$ cat config.mk
export PLATFORM = sky130hd
export DESIGN_NAME = virt_cap_bank
export DESIGN_NICKNAME = d
export VERILOG_FILES = /design/src/rtl/virt_cap_pkg.sv /design/src/rtl/virt_cap_bank.sv
export VERILOG_INCLUDE_DIRS = /design/src /design/src/rtl
export SDC_FILE = /design/constraint.sdc
export NUM_CORES = 1
export LEC_CHECK = 0
export ABC_CLOCK_PERIOD_IN_PS = 1900
export BUFFER_PORTS_ARGS = -buffer_cell sky130_fd_sc_hd__clkbuf_2
export CAP_MARGIN = 40
export CORE_AREA = 4 4 150 152
export DETAILED_ROUTE_END_ITERATION = 6
export DIE_AREA = 0 0 154 156
export SYNTH_ARGS = -nofsm -noshare
export SYNTH_HDL_FRONTEND = slang
export SYNTH_SLANG_ARGS = --single-unit
$ cat constraint.sdc
create_clock -name clk_i -period 1.9 [get_ports clk_i]
set_input_delay 0.38 -clock clk_i [delete_from_list [all_inputs] [get_ports clk_i]]
set_output_delay 0.38 -clock clk_i [all_outputs]
set_load 0.01 [all_outputs]
$ cat src/rtl/virt_cap_consts.svh
// Offsets, field positions and fixed masks of the capability register bank.
// Assumes inclusion by the package and the bank module only.
`ifndef VIRT_CAP_CONSTS_SVH
`define VIRT_CAP_CONSTS_SVH

// ----------------------------------------
// Register offsets (word addresses)
// ----------------------------------------
`define OFS_CR4_MUST_BE_ONE 12'h488
`define OFS_CR4_MAY_BE_ONE 12'h489
`define OFS_FIELD_ENUM 12'h48a
`define OFS_PAGING_CAP 12'h48c
`define OFS_GUEST_FUNC 12'h491
`define ADDR_W 12
`define DATA_W 64

// ----------------------------------------
// Paging and tag capability bit positions
// ----------------------------------------
`define PCAP_EXEC_ONLY 0
`define PCAP_WALK4 6
`define PCAP_UC 8
`define PCAP_WB 14
`define PCAP_MAP_2M 16
`define PCAP_MAP_1G 17
`define PCAP_SLI 20
`define PCAP_AD 21
`define PCAP_ADV_EXIT 22
`define PCAP_SSS 23
`define PCAP_SLI_SINGLE 25
`define PCAP_SLI_ALL 26
`define PCAP_PTI 32
`define PCAP_PTI_KIND_LO 40
`define PCAP_RESERVED_MASK 64'hffff_f0fe_f90c_bebe

// ----------------------------------------
// Field encoding layout
// ----------------------------------------
`define ENC_RSVD_HI 31
`define ENC_RSVD_LO 15
`define ENC_WIDTH_HI 14
`define ENC_WIDTH_LO 13
`define ENC_RSVD_MID 12
`define ENC_TYPE_HI 11
`define ENC_TYPE_LO 10
`define ENC_INDEX_HI 9
`define ENC_INDEX_LO 1
`define ENC_ACCESS 0

// ----------------------------------------
// Known 16-bit encodings
// ----------------------------------------
`define ENC_CTL_PROC_TAG 32'h0000_0000
`define ENC_CTL_PI_VECTOR 32'h0000_0002
`define ENC_CTL_ROOT_LIST_IDX 32'h0000_0004
`define ENC_GST_SEL_FIRST 32'h0000_0800
`define ENC_GST_SEL_LAST 32'h0000_080e
`define ENC_GST_INT_STATUS 32'h0000_0810
`define ENC_GST_PML_INDEX 32'h0000_0812
`define IDX_CTL_MAX 9'h002
`define IDX_GST_SEL_MAX 9'h007
`define IDX_GST_INT_STATUS 9'h008
`define IDX_GST_PML_INDEX 9'h009

`endif

$ cat src/rtl/virt_cap_pkg.sv
// Types shared by the capability register bank.
// Assumes the constants header sits beside it.
package virt_cap_pkg;
`include "virt_cap_consts.svh"

   typedef enum logic [1:0] {
      width_16_t_w = 2'h0,
      width_64_t_w = 2'h1,
      width_32_t_w = 2'h2,
      width_nat_t_w = 2'h3
   } field_width_t;

   typedef enum logic [1:0] {
      type_control = 2'h0,
      type_exit_info = 2'h1,
      type_guest = 2'h2,
      type_host = 2'h3
   } field_type_t;

   typedef struct packed {
      logic well_formed;
      logic known;
      logic present;
      field_width_t width;
      field_type_t ftype;
      logic [8:0] index;
      logic high_access;
   } field_decode_t;

   typedef struct packed {
      logic [`DATA_W-1:0] rdata;
      logic rd_err;
      logic wr_ignored;
      field_decode_t dec;
      logic entry_done;
      logic entry_fail;
      logic [`DATA_W-1:0] viol_info;
   } bank_state_t;
endpackage

$ cat src/rtl/virt_cap_bank.sv
// Read-only capability register bank with field encoding decoder and
// guest-function entry check.
// Assumes one core clock; all inputs come from logic on that clock.
//
// Behaviour
// - Must-be-one mask shows bits pinned to one
// - May-be-one mask zero where bit pinned zero
// - Both masks stay mutually consistent
// - Field encoding layout: width, type, index, access
// - Enumeration reports highest index, rest zero
// - Bit 0 reports execute-only translations
// - Bit 6 reports four-level walk
// - Bits 8, 14 report uncached, write-back types
// - Bits 16, 17 report 2M, 1G mappings
// - Bits 20, 25, 26 report invalidate support
// - Bit 21 reports accessed and dirty flags
// - Bit 22 gates extended violation information
// - Bit 23 reports shadow-stack control
// - Bits 32, 40-43 report tag invalidate
// - Reserved capability bits read zero
// - Paging register exists only when supported
// - Entry fails on unallowed guest-function bit
// - Guest-function register exists only when supported
// - 16-bit fields permit only even encodings
// - Type 0 control, type 2 guest state
// - Control encodings present per enabling control
// - Guest-state selector and status encodings
//
// Strobed register access was chosen for this implementation.
`timescale 1ns/1ps
`include "virt_cap_consts.svh"

module virt_cap_bank
   import virt_cap_pkg::*;
#(
   parameter logic [63:0] CR4_MUST_BE_ONE = 64'h0000_0000_0000_2000,
   parameter logic [63:0] CR4_MAY_BE_ONE = 64'h0000_0000_0037_27ff,
   parameter logic [63:0] GUEST_FUNC_MASK = 64'h0000_0000_0000_0001,
   parameter bit HAS_SECONDARY = 1'b1,
   parameter bit HAS_SLT = 1'b1,
   parameter bit HAS_PROC_TAG = 1'b1,
   parameter bit HAS_GUEST_FUNC = 1'b1,
   parameter bit HAS_POSTED_INT = 1'b1,
   parameter bit HAS_VIOL_VE = 1'b1,
   parameter bit HAS_VINT_DELIVERY = 1'b1,
   parameter bit HAS_PML = 1'b1,
   parameter bit CAP_EXEC_ONLY = 1'b1,
   parameter bit CAP_WALK4 = 1'b1,
   parameter bit CAP_UC = 1'b1,
   parameter bit CAP_WB = 1'b1,
   parameter bit CAP_MAP_2M = 1'b1,
   parameter bit CAP_MAP_1G = 1'b1,
   parameter bit CAP_SLI = 1'b1,
   parameter bit CAP_SLI_SINGLE = 1'b1,
   parameter bit CAP_SLI_ALL = 1'b1,
   parameter bit CAP_AD = 1'b1,
   parameter bit CAP_ADV_EXIT = 1'b1,
   parameter bit CAP_SSS = 1'b0,
   parameter bit CAP_PTI = 1'b1,
   parameter logic [3:0] CAP_PTI_KINDS = 4'hf
) (
   input wire logic clk_i,
   input wire logic rst_i,
   input wire logic [`ADDR_W-1:0] addr_i,
   input wire logic [`DATA_W-1:0] wdata_i,
   input wire logic wr_i,
   input wire logic rd_i,
   output logic [`DATA_W-1:0] rdata_o,
   output logic rd_err_o,
   output logic wr_ignored_o,
   input wire logic [31:0] field_enc_i,
   output field_decode_t field_dec_o,
   input wire logic entry_req_i,
   input wire logic [63:0] guest_func_ctrl_i,
   input wire logic secondary_active_i,
   input wire logic guest_func_enable_i,
   output logic entry_done_o,
   output logic entry_fail_o,
   input wire logic [63:0] viol_info_i,
   output logic [63:0] viol_info_o
);

   // ----------------------------------------
   // Fixed register contents
   // ----------------------------------------
   localparam logic [63:0] CR4_ONE_MASK = CR4_MUST_BE_ONE;
   localparam logic [63:0] CR4_MAY_MASK = CR4_MAY_BE_ONE | CR4_MUST_BE_ONE;

   localparam bit PAGING_PRESENT = HAS_SECONDARY && (HAS_SLT || HAS_PROC_TAG);
   localparam bit FUNC_PRESENT = HAS_SECONDARY && HAS_GUEST_FUNC;

   localparam logic [8:0] MAX_INDEX = HAS_PML ? `IDX_GST_PML_INDEX :
      (HAS_VINT_DELIVERY ? `IDX_GST_INT_STATUS : `IDX_GST_SEL_MAX);

   function automatic logic [63:0] build_paging_cap();
      logic [63:0] v;
      v = 64'h0;
      v[`PCAP_EXEC_ONLY] = CAP_EXEC_ONLY;
      v[`PCAP_WALK4] = CAP_WALK4;
      v[`PCAP_UC] = CAP_UC;
      v[`PCAP_WB] = CAP_WB;
      v[`PCAP_MAP_2M] = CAP_MAP_2M;
      v[`PCAP_MAP_1G] = CAP_MAP_1G;
      v[`PCAP_SLI] = CAP_SLI;
      v[`PCAP_SLI_SINGLE] = CAP_SLI & CAP_SLI_SINGLE;
      v[`PCAP_SLI_ALL] = CAP_SLI & CAP_SLI_ALL;
      v[`PCAP_AD] = CAP_AD;
      v[`PCAP_ADV_EXIT] = CAP_ADV_EXIT;
      v[`PCAP_SSS] = CAP_SSS;
      v[`PCAP_PTI] = CAP_PTI;
      v[`PCAP_PTI_KIND_LO +: 4] = CAP_PTI ? CAP_PTI_KINDS : 4'h0;
      return v & ~(`PCAP_RESERVED_MASK);
   endfunction

   localparam logic [63:0] PAGING_CAP = build_paging_cap();
   localparam logic [63:0] FIELD_ENUM = {54'h0, MAX_INDEX, 1'b0};

   // ----------------------------------------
   // Register decode
   // ----------------------------------------
   function automatic logic [64:0] read_reg(input logic [`ADDR_W-1:0] a);
      logic [64:0] r;
      r = {1'b0, 64'h0};
      unique case (a)
         `OFS_CR4_MUST_BE_ONE: r = {1'b1, CR4_ONE_MASK};
         `OFS_CR4_MAY_BE_ONE: r = {1'b1, CR4_MAY_MASK};
         `OFS_FIELD_ENUM: r = {1'b1, FIELD_ENUM};
         `OFS_PAGING_CAP: r = PAGING_PRESENT ? {1'b1, PAGING_CAP} : {1'b0, 64'h0};
         `OFS_GUEST_FUNC: r = FUNC_PRESENT ? {1'b1, GUEST_FUNC_MASK} : {1'b0, 64'h0};
         default: r = {1'b0, 64'h0};
      endcase
      return r;
   endfunction

   // ----------------------------------------
   // Field encoding decode
   // ----------------------------------------
   function automatic field_decode_t decode_field(input logic [31:0] e);
      field_decode_t d;
      logic zero_ok;
      logic [8:0] idx;
      d = '0;
      idx = e[`ENC_INDEX_HI:`ENC_INDEX_LO];
      zero_ok = ~|e[`ENC_RSVD_HI:`ENC_RSVD_LO] & ~e[`ENC_RSVD_MID];
      d.width = field_width_t'(e[`ENC_WIDTH_HI:`ENC_WIDTH_LO]);
      d.ftype = field_type_t'(e[`ENC_TYPE_HI:`ENC_TYPE_LO]);
      d.index = idx;
      d.high_access = e[`ENC_ACCESS];
      d.well_formed = zero_ok & ~((d.width == width_16_t_w) & e[`ENC_ACCESS]);
      if (d.well_formed && d.width == width_16_t_w) begin
         unique case (d.ftype)
            type_control: begin
               d.known = idx <= `IDX_CTL_MAX;
               unique case (e)
                  `ENC_CTL_PROC_TAG: d.present = HAS_PROC_TAG;
                  `ENC_CTL_PI_VECTOR: d.present = HAS_POSTED_INT;
                  `ENC_CTL_ROOT_LIST_IDX: d.present = HAS_VIOL_VE;
                  default: d.present = 1'b0;
               endcase
            end
            type_guest: begin
               d.known = idx <= `IDX_GST_PML_INDEX;
               if (e >= `ENC_GST_SEL_FIRST && e <= `ENC_GST_SEL_LAST) begin
                  d.present = 1'b1;
               end else if (e == `ENC_GST_INT_STATUS) begin
                  d.present = HAS_VINT_DELIVERY;
               end else if (e == `ENC_GST_PML_INDEX) begin
                  d.present = HAS_PML;
               end else begin
                  d.present = 1'b0;
               end
            end
            type_exit_info, type_host: begin
               d.known = 1'b0;
               d.present = 1'b0;
            end
         endcase
      end
      return d;
   endfunction

   // ----------------------------------------
   // State
   // ----------------------------------------
   bank_state_t state_ff;
   bank_state_t nxt_state;
   logic [64:0] rd_word;
   logic [63:0] allowed_func;

   always_comb begin
      nxt_state = state_ff;
      rd_word = read_reg(addr_i);
      allowed_func = FUNC_PRESENT ? GUEST_FUNC_MASK : 64'h0;
      // Read data stand one cycle only
      nxt_state.rdata = rd_i ? rd_word[63:0] : 64'h0;
      nxt_state.rd_err = rd_i & ~rd_word[64];
      // Writes never change contents
      nxt_state.wr_ignored = wr_i;
      nxt_state.dec = decode_field(field_enc_i);
      nxt_state.entry_done = entry_req_i;
      nxt_state.entry_fail = entry_req_i & secondary_active_i & guest_func_enable_i
         & |(guest_func_ctrl_i & ~allowed_func);
      nxt_state.viol_info = (PAGING_PRESENT && PAGING_CAP[`PCAP_ADV_EXIT]) ? viol_info_i : 64'h0;
   end

   always_ff @(posedge clk_i) begin
      if (rst_i) begin
         state_ff <= '0;
      end else begin
         state_ff <= nxt_state;
      end
   end

   // ----------------------------------------
   // Outputs
   // ----------------------------------------
   assign rdata_o = state_ff.rdata;
   assign rd_err_o = state_ff.rd_err;
   assign wr_ignored_o = state_ff.wr_ignored;
   assign field_dec_o = state_ff.dec;
   assign entry_done_o = state_ff.entry_done;
   assign entry_fail_o = state_ff.entry_fail;
   assign viol_info_o = state_ff.viol_info;

endmodule // virt_cap_bank

-- After elaboration in Yosys (flattened, before gate mapping)
Cells that the tools add are included.
- bits in registers: 149
- bits of input ports: 243
- $lt $le $gt $ge: 4
- equal/unequal tests: 12
- multiplexer cells: 6
- bitwise logic cells: 12
- reduce and logical (&&, ||, !) cells: 12
- operators by type and width (cell ; count):
    case mux 65 bit (5 select lines) ; 1
    equality test 32 x 12 -> 1 bit (second input constant) ; 2
    OR reduction 63 bit ; 1
    equality test 12 x 11 -> 1 bit (second input constant) ; 5
    equality test 32 x 2 -> 1 bit (second input constant) ; 1
    equality test 32 x 3 -> 1 bit (second input constant) ; 1
    >= comparator 32 x 12 -> 1 bit (second input constant) ; 1
    <= comparator 32 x 12 -> 1 bit (second input constant) ; 1
    logical NOT 32 bit ; 1
    OR reduction 17 bit ; 1
    <= comparator 9 x 2 -> 1 bit (second input constant) ; 1
    <= comparator 9 x 4 -> 1 bit (second input constant) ; 1
    bitwise AND 1 bit ; 7
    case mux 2 bit (3 select lines) ; 1
    OR reduction 2 bit ; 3
    NOT 1 bit ; 5
    equality test 2 bit (second input constant) ; 2
    logical NOT 2 bit ; 2
    two-way mux 1 bit ; 4
    OR reduction 3 bit ; 1
    equality test 2 x 1 -> 1 bit (second input constant) ; 1
    logical AND 1 bit ; 2
    logical NOT 1 bit ; 1

-- Logic depth before layout (Yosys ltp)
Gate-level depths: netlist of run 1.
- depth after elaboration: 7
- gate-level depth with buffers: 5

-- Worst setup path before layout of run 1
OpenSTA, ideal clock, no wires.
- kind: input -> register
- start: input port guest_func_ctrl_i[54]
- end: register state_ff (netlist bit entry_fail_o)
- library setup time: 0.116 ns
- data arrival time: 1.419 ns
- slack: 0.365 ns
- stages on the path: 4
- buffers on the path: 0
- path through: nor4_1 > nand4_1 > or4_1 > and4_1
- longest elaborated chain between the ends: 2
- ends and longest elaborated chain (element ; RTL line ; text):
    start: declaration ; virt_cap_bank.sv:74 ; input wire logic [63:0] guest_func_ctrl_i,
    OR reduction 63 bit ; virt_cap_bank.sv:202 ; & |(guest_func_ctrl_i & ~allowed_func);
    bitwise AND 1 bit ; virt_cap_bank.sv:202 ;
    end signal: assignment ; virt_cap_bank.sv:210 ; state_ff <= nxt_state;
    end: declaration ; virt_cap_bank.sv:185 ; bank_state_t state_ff;
No other way between the ends.
A chain may end at the register's enable or synchronous reset.

-- Worst setup path in the final report of run 1
- start: input port guest_func_ctrl_i[41]
- end: register state_ff (netlist bit entry_fail_o)
The elaborated chain is that of the path after synthesis.

==> metrics.md, run 1 <==
| Metric | Value |
|---|---|
| Final non-filler cell total | `856` |
| Pleak | `0.00254 uW` |
| Vias in the first global route | `2917` |
| Layout Cell Area excl Fill | `0.00503 mm^2` |
| CTS tree | `done` |
| N_diodes | `0` |
| Drt initial violations | `77` |
| Pins Over Slew Limit | `0` |
| Top FF cell, synth | `dfxtp_1` |
| Worst path top cell family by delay | `simple AND/OR/NAND/NOR gates` |
| Total vias in the final route | `2953` |
| Largest cells by area after synthesis | `dfxtp_1, nor2b_1, buf_4` |
| Pwr dens | `868 mW/mm^2` |
| Fillers | `2321` |
| Startpoint types | `input port` |
| Number of synthesized flops with an enable pin | `0` |
| Share of layout cells above drive strength 1 | `0.540` |
| # port buffers | `288` |
| Max_cap viols | `0` |
| GRT Util Overall | `0.0911` |
| Maximum root-to-sink buffer count | `2` |
| Synth warn | `0` |
| Final hold vios | `0` |
| Area added between synthesis and finish | `55.4%` |
| Syn_area_per_cell | `10.7 um^2` |
| Clock Pin Slew Worst Setup and Hold Paths | `0.07 ns` |
| Unrepaired setup endpoints after global routing | `false` |
| Syn Inst Count | `302` |
| CP Data Arrival Time | `1.76 ns` |
| Routed WL per cell | `13.5 um` |
| Initial Utilization | `0.154` |
| Met1 usage | `0.0862` |
| Dpl hpwl | `9.88 mm` |
| Worst EP required | `2.14 ns` |
| Tcrit/Tclk final | `0.800` |
| Grt peak-use layer | `met2` |
| DR vias/cell | `3.45` |
| Die width | `154 um` |
| Synth top area share | `0.563` |
| Final setup fails | `0` |
| Initial antenna violation count | `2` |
| Final antenna-violating net count | `0` |
| Area of the multi-input gates | `0.00107 mm^2` |
| GR Layer Usage met3 | `0.0449` |
| Crit-path cells | `clkbuf_2 -> nor4_1 -> nand4_1 -> buf_4 -> or4_1 -> and4_1` |
| Ys async rst share | `0` |
| Critical Path Sink Type | `register` |
| CTS buffer count | `9` |
| H-tree Lvls | `3` |
| Largest net degree at the start of global routing | `45` |
| Setup WS pre-CTS | `0.00399 ns` |
| Final worst slack | `0.379 ns` |
| Minimum clock period | `1.52 ns` |
| Global-route wire length before repair | `16.1 mm` |
| DP Area | `0.00472 mm^2` |
| Resized cells post-CTS | `0` |
| Slowest CP cell | `or4_1` |
| Reg area | `0.00182 mm^2` |
| Placed insts | `840` |
| VDD IR max | `0.312 mV` |
| Critical path class | `input port to register` |
| Post-CTS Hold Fix Bufs | `0` |
| Synth unique cells | `27` |
| GP Congestion | `0.772` |
| Largest stage delay, worst path | `0.49 ns` |
| Clock sinks | `91` |
| M2 GR Usage | `0.168` |
| Post-synth top cells | `dfxtp_1, nor2b_1, buf_4` |
| Hold Path Class | `input port to register` |
| Status | `complete, no violations` |
| Sequential fraction of the synthesis area | `0.563` |
| Die footprint | `0.0240 mm^2` |
| FMAX | `658 MHz` |
| Routed WL | `11.6 mm` |
| Post-CTS Repair Setup Buffers | `0` |
| CTS root buf | `clkbuf_16` |
| Yosys reg bits | `91` |
| Synth Cell Area | `0.00324 mm^2` |
| Synth area leader | `dfxtp_1` |
| Core area | `0.0210 mm^2` |
| DR DRC count | `0` |
| Detailed Routing Iterations Pass 1 | `4` |
| IO Pins | `392` |
| Die H | `156 um` |
| Crit path buf inv count | `2` |
| # rows | `53` |
| Most common cell in the netlist | `dfxtp_1` |
| GR Overflow Total | `0` |
| Top fanout value on the critical path | `1` |
| Fin nets | `819` |
-- cell usage in the layout, fill, tap and decap left out, drive strengths merged --
cell,instances
clkbuf,299
dfxtp,91
nor2b,78
conb,38
nor4,21
nor2,9
nor3b,6
buf,6
nand4,4
nand2,3
clkinv,3
and2b,2
xnor2,2
nor3,2
inv,2
a21oi,2
or3,2
nor4b,1
nand3,1
nand2b,1
nor4bb,1
maj3,1
o21a,1
a2111oi,1
o2111ai,1
or4,1
and4,1
bufinv,1
-- where the power goes --
| group | internal (uW) | switching, uW |
|---|---|---|
| sequential | 2000 | 22.0 |
| combinational | 254 | 252 |
| clock | 1090 | 751 |
| total | 3340 | 1020 |
-- area by class of cell --
cell class                      instances  area share
Multi-Input combinational cell        179       0.213
Clock inverter                          4     0.00970
Sequential cell                        91       0.362
Tap cell                              275      0.0684
Timing Repair Buffer                  293       0.295
Inverter                                2     0.00149
Clock buffer                           12      0.0510
-- metal layers --
layer	wire (um)	vias to the layer above
met5	7	-
met4	295	2
met3	1390	17
met2	5980	207
met1	3880	1295
li1	-	1432
-- kinds of logic after synthesis --
logic type	after synthesis	share of synthesized area
buffers and inverters	69	0.150
DFF	91	0.563
AOI/OAI and AO/OA	5	0.0166
other	1	0.00116
xor gates and xnor gates	2	0.00541
and+or+nand+nor	133	0.261
adders and majority gates	1	0.00309
-- through the flow --
stage               hold slack [ns]  utilization  TNS [ns]  total power (uW)
finish                        0.239        0.239         0              4370
global route                  0.218        0.239         0              4600
CTS                           0.220        0.239         0              4470
detailed placement            0.592        0.225         0              2580
global placement              0.587        0.225  -0.00734              2570
floorplan                     0.452            -         0              2320
-- final timing paths --
kind	from	end	cells past startpoint
setup / recovery	guest_func_ctrl_i[41]	entry_fail_o	6
hold / removal	viol_info_i[41]	viol_info_o[41]	2
-- registers in the layout, indices dropped and copies added, names as in the netlist --
signal,flops
entry_done_o,1
entry_fail_o,1
field_dec_o,17
rd_err_o,1
rdata_o,6
viol_info_o,64
wr_ignored_o,1
Note: power is estimated with default switching activity, not from simulation.
==> inputs of run 2 (changes only) <==
--- a/config.mk
+++ b/config.mk
@@ -6,7 +6,7 @@
 export SDC_FILE = /design/constraint.sdc
 export NUM_CORES = 1
 export LEC_CHECK = 0
-export ABC_CLOCK_PERIOD_IN_PS = 1900
+export ABC_CLOCK_PERIOD_IN_PS = 1500
 export BUFFER_PORTS_ARGS = -buffer_cell sky130_fd_sc_hd__clkbuf_2
 export CAP_MARGIN = 40
 export CORE_AREA = 4 4 150 152
==> constraint.sdc (replaced) <==
create_clock -name clk_i -period 1.5 [get_ports clk_i]
set_input_delay 0.3 -clock clk_i [delete_from_list [all_inputs] [get_ports clk_i]]
set_output_delay 0.3 -clock clk_i [all_outputs]
set_load 0.01 [all_outputs]
==> run 2 against run 1 <==
Core utilization increased by 0.20 points. First-iteration DRC count shrank 21%. Sequential power up 27%. Clock power up 26%. Clock-buffer cell count is 2 lower. Total power rose by 27%. Final area increased by 0.82%. Die area stayed put.
==> metrics.md, run 2 (same netlist as run 1, synthesis figures left out) <==
| Metric | Value |
|---|---|
| Post-layout util | `0.241 (+0.00196)` |
| Dpl hpwl | `10.1 mm (+2.3%)` |
| Largest stage delay, worst path | `0.48 ns (about the same)` |
| Die H | `156 um (unchanged)` |
| Crit-path cells | `clkbuf_2 -> nor4_4 -> nand4_1 -> buf_4 -> or4_1 -> and4_1` |
| Drt initial violations | `61 (-21%)` |
| Hold Path Origin | `viol_info_i[2]` |
| Fin nets | `821 (+0.24%)` |
| Setup WS pre-CTS | `-0.535 ns (-0.539 ns)` |
| Final hold vios | `0 (unchanged)` |
| Slowest CP cell | `or4_1` |
| Area of the multi-input gates | `0.00110 mm^2 (+2.6%)` |
| Share of layout cells above drive strength 1 | `0.549 (+0.00844)` |
| Maximum root-to-sink buffer count | `2 (unchanged)` |
| Largest net degree at the start of global routing | `36 (-20%)` |
| # rows | `53 (unchanged)` |
| Startpoint types | `input port` |
| DR DRC count | `0 (unchanged)` |
| N_diodes | `0 (unchanged)` |
| Die width | `154 um (unchanged)` |
| Initial Utilization | `0.154 (unchanged)` |
| Routed WL | `11.8 mm (+2.5%)` |
| Max_cap viols | `0 (unchanged)` |
| VDD IR max | `0.401 mV (+28%)` |
| Initial antenna violation count | `2 (unchanged)` |
| Final worst slack | `0.0928 ns (-0.287 ns)` |
| Most frequent cells in the layout | `clkbuf_2, dfxtp_1, nor2b_1, conb_1, nor4_1` |
| Hold Path Class | `input port to register` |
| CTS buffer count | `9 (unchanged)` |
| Leading cell type in the layout, fill and taps excluded | `clkbuf_2` |
| Area added between synthesis and finish | `56.7%` |
| Clock Pin Slew Worst Setup and Hold Paths | `0.07 ns (about the same)` |
| Sw power | `1340 uW (+31%)` |
| GR Overflow Total | `0 (unchanged)` |
| Reg area | `0.00182 mm^2 (unchanged)` |
| Switching share of power | `0.243 (+0.00811)` |
| FMAX | `711 MHz` |
| Total vias in the final route | `2978 (+0.85%)` |
| Worst path top cell family by delay | `simple AND/OR/NAND/NOR gates` |
| Hold worst-path end | `viol_info_o[2]` |
| Crit path buf inv count | `2 (unchanged)` |
| Comb power frac | `0.118 (+0.002)` |
| Fillers | `2305 (-0.69%)` |
| Clk network pwr share | `0.420 (-0.002)` |
| CTS tree | `done` |
| Critical path depth | `6 (unchanged)` |
| CTS root buf | `clkbuf_16` |
| Unrepaired setup endpoints after global routing | `false` |
| Status | `complete, no violations` |
| Critical path class | `input port to register` |
| Detailed Routing Iterations Pass 1 | `4 (unchanged)` |
| Global-route wire length before repair | `16.2 mm (+0.94%)` |
| GP Congestion | `0.763 (-1.0%)` |
| Final setup fails | `0 (unchanged)` |
| # port buffers | `288 (unchanged)` |
| Minimum clock period | `1.41 ns` |
| Max FFs per register | `64 (unchanged)` |
| Final antenna-violating net count | `0 (unchanged)` |
| Power Total | `5540 uW (+27%)` |
| Worst EP required | `1.74 ns (-0.40 ns)` |
| Tcrit/Tclk final | `0.938` |
| Seq pwr share | `0.462 (about the same)` |
| Die footprint | `0.0240 mm^2 (unchanged)` |
| IO Pins | `392 (unchanged)` |
| Setup TNS | `0 ns (unchanged)` |
| Top fanout value on the critical path | `1 (unchanged)` |
| GRT Util Overall | `0.0921 (+0.000956)` |
| Cell-internal power | `4190 uW (+25%)` |
| Pwr dens | `1090 mW/mm^2 (+26%)` |
| Core area | `0.0210 mm^2 (unchanged)` |
| CP Data Arrival Time | `1.65 ns (-0.11 ns)` |
| Critical Path Sink Type | `register` |
| DR vias/cell | `3.47 (+0.61%)` |
| Pleak | `0.00255 uW (+0.33%)` |
| Hold Slack | `0.162 ns (-0.0772 ns)` |
| Post-CTS Repair Setup Buffers | `0 (unchanged)` |
| Vias in the first global route | `2934 (+0.58%)` |
| Pins Over Slew Limit | `0 (unchanged)` |
| Routed WL per cell | `13.8 um (+2.3%)` |
| Hold depth | `2 (unchanged)` |
| H-tree Lvls | `3 (unchanged)` |
| Clock sinks | `91 (unchanged)` |
## run 2: changes by cell type in the layout (fill, tap and decap cells not counted)
cell | before | now
clkbuf_1 | 1 | 0
nor4_4 | 0 | 1
clkinvlp_4 | 0 | 1
clkinv_4 | 1 | 2
clkbuf_8 | 2 | 1
buf_4 | 6 | 8
nor4_1 | 21 | 18
nor4_2 | 0 | 2
## run 2: how the worst max path moves through the flow
stage	startpoint	endpoint	slack, ns
after floorplan	guest_func_ctrl_i[54]	entry_fail_o	0.04
after global placement	guest_func_ctrl_i[23]	entry_fail_o	-0.55
after detailed placement	guest_func_ctrl_i[23]	entry_fail_o	-0.53
after CTS	guest_func_ctrl_i[23]	entry_fail_o	0.05
after global routing	guest_func_ctrl_i[43]	entry_fail_o	0.03
final	guest_func_ctrl_i[28]	entry_fail_o	0.09
## run 2: cell type report
cell class / instances / area share
tap: 275 / 0.0679
timing repair buffer: 295 / 0.295
inverter: 2 / 0.00148
clock buffer: 10 / 0.0471
clock inverter: 6 / 0.0128
multi-input combinational: 179 / 0.216
sequential: 91 / 0.359
## run 2: repair_timing
item | 4_1_cts | 5_1_grt
setup endpoints to repair | 1 | 1
pin swaps | 0 | 3
hold buffers | 0 | 0
gates resized for setup | 2 | 2
## run 2: power by group through the flow
stage	clock, uW	sequential (uW)	combinational (uW)
final	2320	2560	654
after global routing	2540	2570	721
after CTS	2450	2560	667
after detailed placement	0	2620	660
after global placement	0	2610	654
after floorplan	0	2680	255
## run 2: per-layer routing
metal / GRT usage / routed length, um
met4: 0.0412 / 346
met1: 0.0902 / 4120
met3: 0.0402 / 1320
met2: 0.168 / 6050
met5: 0 / 14
## run 2: metrics by stage
stage | instances | instance area [um^2]
global placement | 842 | 4740
finish | 858 | 5070
CTS | 858 | 5060
floorplan | 339 | 3380
global route | 858 | 5070
detailed placement | 842 | 4740
